File: config.mk
export PLATFORM = sky130hd
export DESIGN_NAME = status_interrupt_reset_ctrl
export DESIGN_NICKNAME = d
export VERILOG_FILES = /design/src/pkg/core_ctrl_pkg.sv /design/src/pkg/flag_update_if.sv /design/src/core/alu_flag_unit.sv /design/src/core/irq_unit.sv /design/src/core/status_interrupt_reset_ctrl.sv
export SDC_FILE = /design/constraint.sdc
export NUM_CORES = 1
export LEC_CHECK = 0
export ABC_CLOCK_PERIOD_IN_PS = 2500
export BUFFER_PORTS_ARGS = -buffer_cell sky130_fd_sc_hd__buf_2
export CAP_MARGIN = 10
export CORE_MARGIN = 8
export CORE_UTILIZATION = 51
export CTS_BUF_LIST = sky130_fd_sc_hd__clkbuf_8
export DETAILED_ROUTE_END_ITERATION = 6
export PLACE_DENSITY = 0.87
export SYNTH_ARGS = -nofsm -noshare
export SYNTH_HDL_FRONTEND = slang
export SYNTH_SLANG_ARGS = --single-unit
File: constraint.sdc
create_clock -name ref_clk -period 2.5 [get_ports ref_clk]
set_clock_uncertainty 0.15 [all_clocks]
set_input_delay 0.25 -clock ref_clk [delete_from_list [all_inputs] [get_ports ref_clk]]
set_output_delay 0.25 -clock ref_clk [all_outputs]
set_load 0.005 [all_outputs]
File: src/pkg/core_ctrl_pkg.sv
// shared constants and types for the status, interrupt and reset control core
package core_ctrl_pkg;
    // ==========================================
    // register map (apb byte addresses)
    localparam logic [7:0] ADDR_FLAGS = 8'h00;
    localparam logic [7:0] ADDR_PEND = 8'h04;
    localparam logic [7:0] ADDR_ENABLE = 8'h08;
    localparam logic [7:0] ADDR_INTSTAT = 8'h0c;
    localparam logic [7:0] ADDR_RSTCAUSE = 8'h10;
    // ==========================================
    // flag register fields
    localparam int BIT_CARRY = 0;
    localparam int BIT_HALF = 1;
    localparam int BIT_ZERO = 2;
    localparam int BIT_PD = 3;
    localparam int BIT_WDX = 4;
    localparam int BIT_BANK = 5;
    localparam logic [7:0] FLAGS_RESET = 8'h00;
    localparam logic [7:0] FLAGS_SW_MASK = 8'he7;
    localparam logic [7:0] FLAGS_ALU_MASK = 8'h07;
    // ==========================================
    // config fuse word fields
    localparam int CFG_WIDTH = 14;
    localparam int CFG_PIN_RST_EN = 7;
    localparam int CFG_WDT_RST_EN = 6;
    localparam int CFG_BOR_LO = 10;
    localparam int CFG_BOR_HI = 11;
    // ==========================================
    // program vectors and misc
    localparam int PC_WIDTH = 12;
    localparam logic [11:0] RESET_VECTOR = 12'h000;
    localparam logic [11:0] INT_VECTOR = 12'h001;
    localparam logic [1:0] BOR_HIGH = 2'h0;
    localparam logic [1:0] BOR_MID = 2'h1;
    localparam int RST_STRETCH_CYCLES = 4;

    typedef enum logic [1:0] {ALU_NONE, ALU_ADD, ALU_SUB, ALU_LOGIC} alu_op_t;
    typedef enum {IRQ_IDLE, IRQ_INJECT, IRQ_BLOCKED, IRQ_RELEASE} irq_state_t;
endpackage

File: src/pkg/flag_update_if.sv
// flag update bundle between the core control top and the flag unit
interface flag_update_if;
    import core_ctrl_pkg::*;
    logic [7:0] flags;
    logic [7:0] swData;
    logic swWrite;
    logic aluValid;
    logic aluToFlags;
    alu_op_t aluOp;
    logic [7:0] aluA;
    logic [7:0] aluB;
    logic [7:0] aluResult;
    logic wdtTimeout;
    logic wdtClear;
    logic sleepInstr;
    logic causeClear;
    modport owner(output swData, swWrite, aluValid, aluToFlags, aluOp, aluA, aluB, aluResult,
        wdtTimeout, wdtClear, sleepInstr, causeClear, input flags);
    modport unit(input swData, swWrite, aluValid, aluToFlags, aluOp, aluA, aluB, aluResult,
        wdtTimeout, wdtClear, sleepInstr, causeClear, output flags);
endinterface

File: src/core/alu_flag_unit.sv
// alu status flags and reset-cause flags
module alu_flag_unit
    import core_ctrl_pkg::*;
(
    input wire logic ref_clk,
    input wire logic sysReset,
    input wire logic clkEn,
    flag_update_if.unit fu
);
    import core_ctrl_pkg::*;

    logic [7:0] flags_reg;
    logic [7:0] flags_next;
    logic [8:0] nibSum;
    logic [8:0] full;

    function automatic logic [8:0] addsub(input logic [7:0] a, input logic [7:0] b, input logic sub);
        addsub = sub ? ({1'b0, a} + {1'b0, ~b} + 9'h001) : ({1'b0, a} + {1'b0, b});
    endfunction

    assign fu.flags = flags_reg;

    always_comb begin
        // nibbles in the top half so that bit 8 is the nibble carry for add and sub
        nibSum = addsub({fu.aluA[3:0], 4'h0}, {fu.aluB[3:0], 4'h0}, fu.aluOp == ALU_SUB);
        full = addsub(fu.aluA, fu.aluB, fu.aluOp == ALU_SUB);
        flags_next = flags_reg;
        // software writes: alu bits blocked when the alu also targets flags
        if (fu.swWrite) begin
            if (fu.aluValid && fu.aluToFlags && fu.aluOp != ALU_NONE) begin
                flags_next = (flags_reg & ~(FLAGS_SW_MASK & ~FLAGS_ALU_MASK))
                    | (fu.swData & FLAGS_SW_MASK & ~FLAGS_ALU_MASK);
            end else begin
                flags_next = (flags_reg & ~FLAGS_SW_MASK) | (fu.swData & FLAGS_SW_MASK);
            end
        end
        if (fu.aluValid && fu.aluOp != ALU_NONE) begin
            flags_next[BIT_ZERO] = (fu.aluResult == 8'h00);
            if (fu.aluOp != ALU_LOGIC) begin
                // sub uses a+~b+1, so carry out means no borrow
                flags_next[BIT_HALF] = nibSum[8];
                flags_next[BIT_CARRY] = full[8];
            end
        end
        // reset-cause flags, read-only to software
        if (fu.sleepInstr) begin
            flags_next[BIT_PD] = 1'b1;
            flags_next[BIT_WDX] = 1'b0;
        end
        if (fu.wdtClear) begin
            flags_next[BIT_PD] = 1'b0;
            flags_next[BIT_WDX] = 1'b0;
        end
        if (fu.wdtTimeout) begin
            flags_next[BIT_WDX] = 1'b1;
        end
    end

    // ==========================================
    // state
    always_ff @(posedge ref_clk) begin
        if (fu.causeClear) begin
            flags_reg <= FLAGS_RESET;
        end else if (sysReset) begin
            // pin/watchdog reset keeps cause flags
            flags_reg <= (FLAGS_RESET & FLAGS_SW_MASK) | (flags_reg & ~FLAGS_SW_MASK);
        end else if (clkEn) begin
            flags_reg <= flags_next;
        end
    end
endmodule

File: src/core/irq_unit.sv
// eight-source single-vector interrupt unit
module irq_unit
    import core_ctrl_pkg::*;
#(
    parameter int NUM_SRC = 8
) (
    input wire logic ref_clk,
    input wire logic sysReset,
    input wire logic clkEn,
    input wire logic [NUM_SRC-1:0] srcEvent,
    input wire logic [NUM_SRC-1:0] enableBits,
    input wire logic [NUM_SRC-1:0] pendClear,
    input wire logic instrEnd,
    input wire logic retiDone,
    output logic [NUM_SRC-1:0] pending,
    output logic injectCall,
    output logic nestBlock
);
    import core_ctrl_pkg::*;

    irq_state_t state_reg;
    logic [NUM_SRC-1:0] pend_reg;
    logic request;

    if (NUM_SRC < 1 || NUM_SRC > 8) begin
        $error("irq_unit: NUM_SRC must be 1..8");
    end

    assign pending = pend_reg;
    // level request, no priority among sources
    assign request = |(pend_reg & enableBits);
    assign injectCall = (state_reg == IRQ_INJECT);
    assign nestBlock = (state_reg != IRQ_IDLE);

    // set wins over clear
    always_ff @(posedge ref_clk) begin
        if (sysReset) begin
            pend_reg <= '0;
        end else if (clkEn) begin
            pend_reg <= (pend_reg & ~pendClear) | srcEvent;
        end
    end

    always_ff @(posedge ref_clk) begin
        if (sysReset) begin
            state_reg <= IRQ_IDLE;
        end else if (clkEn) begin
            unique case (state_reg)
                IRQ_IDLE: if (request && instrEnd) begin
                    state_reg <= IRQ_INJECT;
                end
                IRQ_INJECT: state_reg <= IRQ_BLOCKED;
                IRQ_BLOCKED: if (retiDone) begin
                    state_reg <= IRQ_RELEASE;
                end
                // block lifts only after the next instruction completes
                IRQ_RELEASE: if (instrEnd) begin
                    state_reg <= IRQ_IDLE;
                end
            endcase
        end
    end
endmodule

File: src/core/status_interrupt_reset_ctrl.sv
// top: apb registers, reset combining, flags and interrupt control
// ==========================================
//
// Implementation choices: the register offsets and register access over APB.
module status_interrupt_reset_ctrl
    import core_ctrl_pkg::*;
#(
    parameter int NUM_SRC = 8
) (
    input wire logic ref_clk,
    input wire logic reset_n,
    input wire logic clkEn,
    // apb
    input wire logic psel,
    input wire logic penable,
    input wire logic pwrite,
    input wire logic [7:0] paddr,
    input wire logic [31:0] pwdata,
    output logic [31:0] prdata,
    output logic pready,
    output logic pslverr,
    // reset sources
    input wire logic [core_ctrl_pkg::CFG_WIDTH-1:0] config_fuse_word,
    input wire logic powerOnReset,
    input wire logic [2:0] brownoutBelow,
    input wire logic ext_reset_pin,
    input wire logic wdtTimeout,
    // cpu pipeline
    input wire logic instrEnd,
    input wire logic retiDone,
    input wire logic wdtClearInstr,
    input wire logic sleepInstr,
    input wire logic aluValid,
    input wire logic aluToFlags,
    input wire core_ctrl_pkg::alu_op_t aluOp,
    input wire logic [7:0] aluA,
    input wire logic [7:0] aluB,
    input wire logic [7:0] aluResult,
    input wire logic [7:0] cpuFlagData,
    input wire logic cpuFlagWrite,
    input wire logic [NUM_SRC-1:0] srcEvent,
    output logic sysReset,
    output logic [7:0] flagsOut,
    output logic injectCall,
    output logic pushReturn,
    output logic [core_ctrl_pkg::PC_WIDTH-1:0] vectorAddr,
    output logic nestBlock,
    output logic extPinIn
);
    import core_ctrl_pkg::*;

    if (NUM_SRC < 1 || NUM_SRC > 8) begin
        $error("NUM_SRC must be 1..8");
    end

    // ==========================================
    // pin and reset source synchronisers
    logic [1:0] pinSync_reg;
    logic [1:0] wdtSync_reg;
    logic [1:0] porSync_reg;
    logic [2:0] borSync1_reg;
    logic [2:0] borSync2_reg;
    logic [2:0] rstCause_reg;
    logic [$clog2(RST_STRETCH_CYCLES+1)-1:0] rstCnt_reg;
    logic borActive;
    logic pinRst;
    logic wdtRst;
    logic anyRst;
    logic causeClear;

    always_ff @(posedge ref_clk) begin
        pinSync_reg <= {pinSync_reg[0], ext_reset_pin};
        wdtSync_reg <= {wdtSync_reg[0], wdtTimeout};
        porSync_reg <= {porSync_reg[0], powerOnReset | ~reset_n};
        borSync1_reg <= brownoutBelow;
        borSync2_reg <= borSync1_reg;
    end

    // selected level from fuse bits 11:10
    always_comb begin
        unique case (config_fuse_word[CFG_BOR_HI:CFG_BOR_LO])
            BOR_HIGH: borActive = borSync2_reg[2];
            BOR_MID: borActive = borSync2_reg[1];
            default: borActive = borSync2_reg[0];
        endcase
    end

    // pin is reset only when enabled pin active low
    assign pinRst = config_fuse_word[CFG_PIN_RST_EN] & ~pinSync_reg[1];
    assign wdtRst = config_fuse_word[CFG_WDT_RST_EN] & wdtSync_reg[1];
    assign causeClear = porSync_reg[1] | borActive;
    assign anyRst = causeClear | pinRst | wdtRst;

    // stretch reset; brownout holds it for as long as it lasts
    always_ff @(posedge ref_clk) begin
        if (anyRst) begin
            rstCnt_reg <= RST_STRETCH_CYCLES[$bits(rstCnt_reg)-1:0];
        end else if (rstCnt_reg != '0) begin
            rstCnt_reg <= rstCnt_reg - 1'b1;
        end
    end

    always_ff @(posedge ref_clk) begin
        sysReset <= anyRst | (rstCnt_reg != '0);
    end

    always_ff @(posedge ref_clk) begin
        if (porSync_reg[1]) begin
            rstCause_reg <= 3'h0;
        end else if (anyRst) begin
            rstCause_reg <= rstCause_reg | {wdtRst, pinRst, borActive};
        end
    end

    // plain input when not used as reset
    always_ff @(posedge ref_clk) begin
        if (sysReset) begin
            extPinIn <= 1'b0;
        end else begin
            extPinIn <= config_fuse_word[CFG_PIN_RST_EN] ? 1'b0 : pinSync_reg[1];
        end
    end

    // ==========================================
    // apb slave
    logic apbWrite;
    logic apbRead;
    logic [NUM_SRC-1:0] enable_reg;
    logic [NUM_SRC-1:0] pendClear;
    logic [NUM_SRC-1:0] pending;
    logic [7:0] flags;
    logic flagSwWrite;
    logic [7:0] flagSwData;
    logic injectNow;
    logic nestNow;
    logic addrOk;

    assign apbWrite = psel & penable & pwrite & ~pready;
    assign apbRead = psel & penable & ~pwrite & ~pready;
    assign addrOk = paddr == ADDR_FLAGS || paddr == ADDR_PEND || paddr == ADDR_ENABLE
        || paddr == ADDR_INTSTAT || paddr == ADDR_RSTCAUSE;

    // one wait state: pready pulses in the second access cycle
    always_ff @(posedge ref_clk) begin
        if (!reset_n) begin
            pready <= 1'b0;
            pslverr <= 1'b0;
            prdata <= 32'h0000_0000;
        end else if (clkEn) begin
            pready <= psel & penable & ~pready;
            pslverr <= psel & penable & ~pready & ~addrOk;
            if (apbRead) begin
                unique case (paddr)
                    ADDR_FLAGS: prdata <= {24'h000000, flags};
                    ADDR_PEND: prdata <= {{(32 - NUM_SRC){1'b0}}, pending};
                    ADDR_ENABLE: prdata <= {{(32 - NUM_SRC){1'b0}}, enable_reg};
                    ADDR_INTSTAT: prdata <= {30'h0, injectNow, nestNow};
                    ADDR_RSTCAUSE: prdata <= {29'h0, rstCause_reg};
                    default: prdata <= 32'h0000_0000;
                endcase
            end
        end
    end

    // enables steer the interrupt request
    always_ff @(posedge ref_clk) begin
        if (sysReset) begin
            enable_reg <= '0;
        end else if (clkEn && apbWrite && paddr == ADDR_ENABLE) begin
            enable_reg <= pwdata[NUM_SRC-1:0];
        end
    end

    // write one to clear pending; firmware duty
    assign pendClear = (apbWrite && clkEn && paddr == ADDR_PEND) ? pwdata[NUM_SRC-1:0] : '0;
    assign flagSwWrite = cpuFlagWrite | (apbWrite && paddr == ADDR_FLAGS);
    assign flagSwData = cpuFlagWrite ? cpuFlagData : pwdata[7:0];

    // ==========================================
    // flag unit
    flag_update_if fu();
    assign fu.swData = flagSwData;
    assign fu.swWrite = flagSwWrite;
    assign fu.aluValid = aluValid;
    assign fu.aluToFlags = aluToFlags;
    assign fu.aluOp = aluOp;
    assign fu.aluA = aluA;
    assign fu.aluB = aluB;
    assign fu.aluResult = aluResult;
    assign fu.wdtTimeout = wdtSync_reg[1];
    assign fu.wdtClear = wdtClearInstr;
    assign fu.sleepInstr = sleepInstr;
    assign fu.causeClear = causeClear;
    assign flags = fu.flags;

    alu_flag_unit u_flags (
        .ref_clk(ref_clk),
        .sysReset(sysReset),
        .clkEn(clkEn),
        .fu(fu)
    );

    // ==========================================
    // interrupt unit
    irq_unit #(.NUM_SRC(NUM_SRC)) u_irq (
        .ref_clk(ref_clk),
        .sysReset(sysReset),
        .clkEn(clkEn),
        .srcEvent(srcEvent),
        .enableBits(enable_reg),
        .pendClear(pendClear),
        .instrEnd(instrEnd),
        .retiDone(retiDone),
        .pending(pending),
        .injectCall(injectNow),
        .nestBlock(nestNow)
    );

    // registered cpu-facing outputs
    always_ff @(posedge ref_clk) begin
        if (sysReset) begin
            injectCall <= 1'b0;
            pushReturn <= 1'b0;
            vectorAddr <= RESET_VECTOR;
            nestBlock <= 1'b0;
            flagsOut <= FLAGS_RESET;
        end else if (clkEn) begin
            injectCall <= injectNow;
            pushReturn <= injectNow;
            vectorAddr <= injectNow ? INT_VECTOR : RESET_VECTOR;
            nestBlock <= nestNow;
            flagsOut <= flags;
        end
    end
endmodule

==> impl_results.md <==
- Status: complete, no violations
- Critical-path maximum fanout: 4
- Compound-Gate Fraction of Synth Area: 15.3%
- TritonCTS Buffers: 9
- Ys async rst share: 0%
- Distinct cells, synth: 53
- Max Cap Viol: 0
- Clock sink total: 66
- Final Hold Fails: 0
- Post-CTS Resized: 0
- Max incr delay on CP: 490 ps
- Yosys top cell by area: dfxtp_1
- WP buf/inv: 2
- Core Footprint: roughly 6800 um2
- Leak pwr: 0.00205 uW
- Initial DRC count: 161
- Syn avg cell area: 9.04 um2
- Simple-gate share of the synthesized area: 18.7%
- Largest net degree at the start of global routing: 38
- Fill cell count: a little over 600
- Starting density of the core: 52.6%
- Peak supply drop: 536 uV
- Arr. time, crit path: between 1500 and 2000 ps
- Wire per inst: 15.2 um
- Commonest cells after routing, fill and taps aside: 102 x buf_2, 66 x dfxtp_1, 37 x nor2_1, 35 x conb_1, 29 x mux2i_1
- DRC Markers: 0
- Die footprint: about 9900 um2
- RSZ-0062 raised after global routing: no
- # setup viols final: 0
- Max Buffers Root-to-Sink: 2
- IO Pins: 174
- Number of flops mapped to enable cells by yosys: 0
- Setup Total Neg Slack: 0 ps
- Critical-path cell list: inv_1 -> ha_1 -> inv_1 -> mux4_2 -> a21oi_1 -> o21ai_0 -> and2_1
- Seq/Total Area, Yosys: 37.2%
- Fmax: 0.537 GHz
- Largest cells by area after synthesis: dfxtp_1 37%, mux2i_1 8.2%, buf_4 7.8%
- Critical Path Most Common Cell: inv_1
- Row Count: 30
- Chip width: slightly below 100 um
- Mapped cell area: roughly 3600 um2
- Mapped Cells: 393
- Clock H-tree levels: 3
- Vias per inst: between 5 and 6
- Total Nets Final: 644
- Worst setup SP type: flop
- Required @ worst endpoint: between 2000 and 3000 ps
- Yosys reg bits: 66
- Die height: slightly below 100 um
- Mux cell area share after synthesis: a little under a tenth
- Worst slew pin tran: a little over 700 ps
- Total overflow reported by the global router: 0
- CP top delay family: multiplexers
- Share of the synthesized area in the top cell type: 37.2%
- Post-synthesis xor/xnor area fraction: 0.247%
- Worst Setup End Kind: flop
- Slowest CP cell: mux4_2
- Max-slew violations: 0
- Adder-Cell Fraction of Synth Area: 7.40%
- Initial antenna violation count: 0
- Number of port buffers: 102
- WS Path Type: flop to flop
- Top FF cell, synth: dfxtp_1
- Total GRT Usage: 17.9%
- Worst slew margin: 51.6%
- Final worst-path cycle share: about three quarters
- Ys Warns: 0
- Pwr/cell area: 530 nW/um2
- DRT antenna net count: 0
- Worst hold path type: input pin to flop
- CTS root buf: clkbuf_8
- Share of cells above drive strength 1: 25.9%
- Drt first pass iters: 4
- Clk_lat worst skew: 340 ps
- Minimum clock period: between 1500 and 2000 ps
- CTS clk-pin slew, worst paths: 70 ps
- Commonest non-fill, non-tap cell in the layout: buf_2
- Largest family of logic cells by synthesized area: simple AND/OR/NAND/NOR gates
- Vias in the first global route: 3156
- Vias post-DR: slightly above 3000
- # diodes: 0
- Detailed Place HPWL: just over 7000 um
- Synthesis-to-finish area growth: 22.4%
- Final Wtd Congestion: 0.845
- CTS tree: built
- First-pass GRT wire length: about 14000 um
- Hold_ws: 16.7 ps
- Final WL: ~9000 um
cell type report:
type / instances / area (um2) / share of cell area (%)
Inverter: 21 / 78.8 / 1.81
Sequential cell: 66 / 1320 / 30.4
Clock buffer: 9 / 124 / 2.85
Multi-Input combinational cell: 290 / 1950 / 44.8
Clock inverter: 7 / 93.8 / 2.16
Timing Repair Buffer: 120 / 683 / 15.7
Tap cell: 80 / 100 / 2.30
per-layer routing:
metal	global-route usage, %	wire, um	share of wire [%]
met2	31.8	4550	50
met1	18.8	3570	40
met4	5.94	165	1.8
met3	7.19	739	8.2
met5	0	0	0
where the power goes:
| part | leakage, uW | internal, uW | switching [uW] |
|---|---|---|---|
| logic | 0.00140 | 122 | 138 |
| clock network | 0.000105 | 559 | 412 |
| registers | 0.000537 | 1070 | 6.86 |
| total | 0.00205 | 1750 | 556 |
cell usage after synthesis, types with 3 or more instances:
cell type / instances
mux2i_1: 29
ha_1: 21
buf_2: 5
nor4_1: 6
and2_1: 6
nand2_1: 22
a22oi_1: 10
o21ai_0: 17
a211oi_1: 7
clkbuf_1: 7
and3_1: 3
buf_4: 37
nor3_1: 4
inv_1: 21
a21oi_1: 21
and3b_1: 3
a311oi_1: 8
dfxtp_1: 66
nor2_1: 37
nand2b_1: 6
nor2b_1: 18
stage by stage:
stage	cell area [um2]	cells	total power [uW]	util [%]	setup WS, ps
finish	4350	593	2300	64.4	639
global route	4350	593	2400	64.4	532
CTS	4350	593	2320	64.4	640
detailed placement	3980	562	1330	58.9	366
global placement	3980	562	1320	58.9	480
floorplan	3680	427	1270	-	797
worst paths after layout:
check	start	to	slack [ps]	cells after the start
worst min-delay path	pwdata[5]	u_irq.pending[5]	20	2
worst max-delay path	u_irq.state_reg[0]	prdata[0]	640	7
worst max register to register	u_irq.state_reg[0]	prdata[0]	640	7
worst min register to register	wdtSync_reg[0]	wdtSync_reg[1]	180	0
logic make-up (layout without fill, tap and decap cells):
group	Yosys count	after routing
buffers and inverters	71	157
flip-flops	66	66
AO/OA/AOI/OAI	81	81
AND/OR/NAND/NOR	121	121
adder cells (fa/ha/maj)	21	21
XOR/XNOR	1	1
other	1	35
multiplexers	31	31
timing repair:
| item | in CTS | in global routing |
|---|---|---|
| hold buffers | 15 | 0 |
| setup buffers | 0 | 0 |
| endpoints found under the hold margin | 15 | 0 |
(Power assumes the default switching activity.)
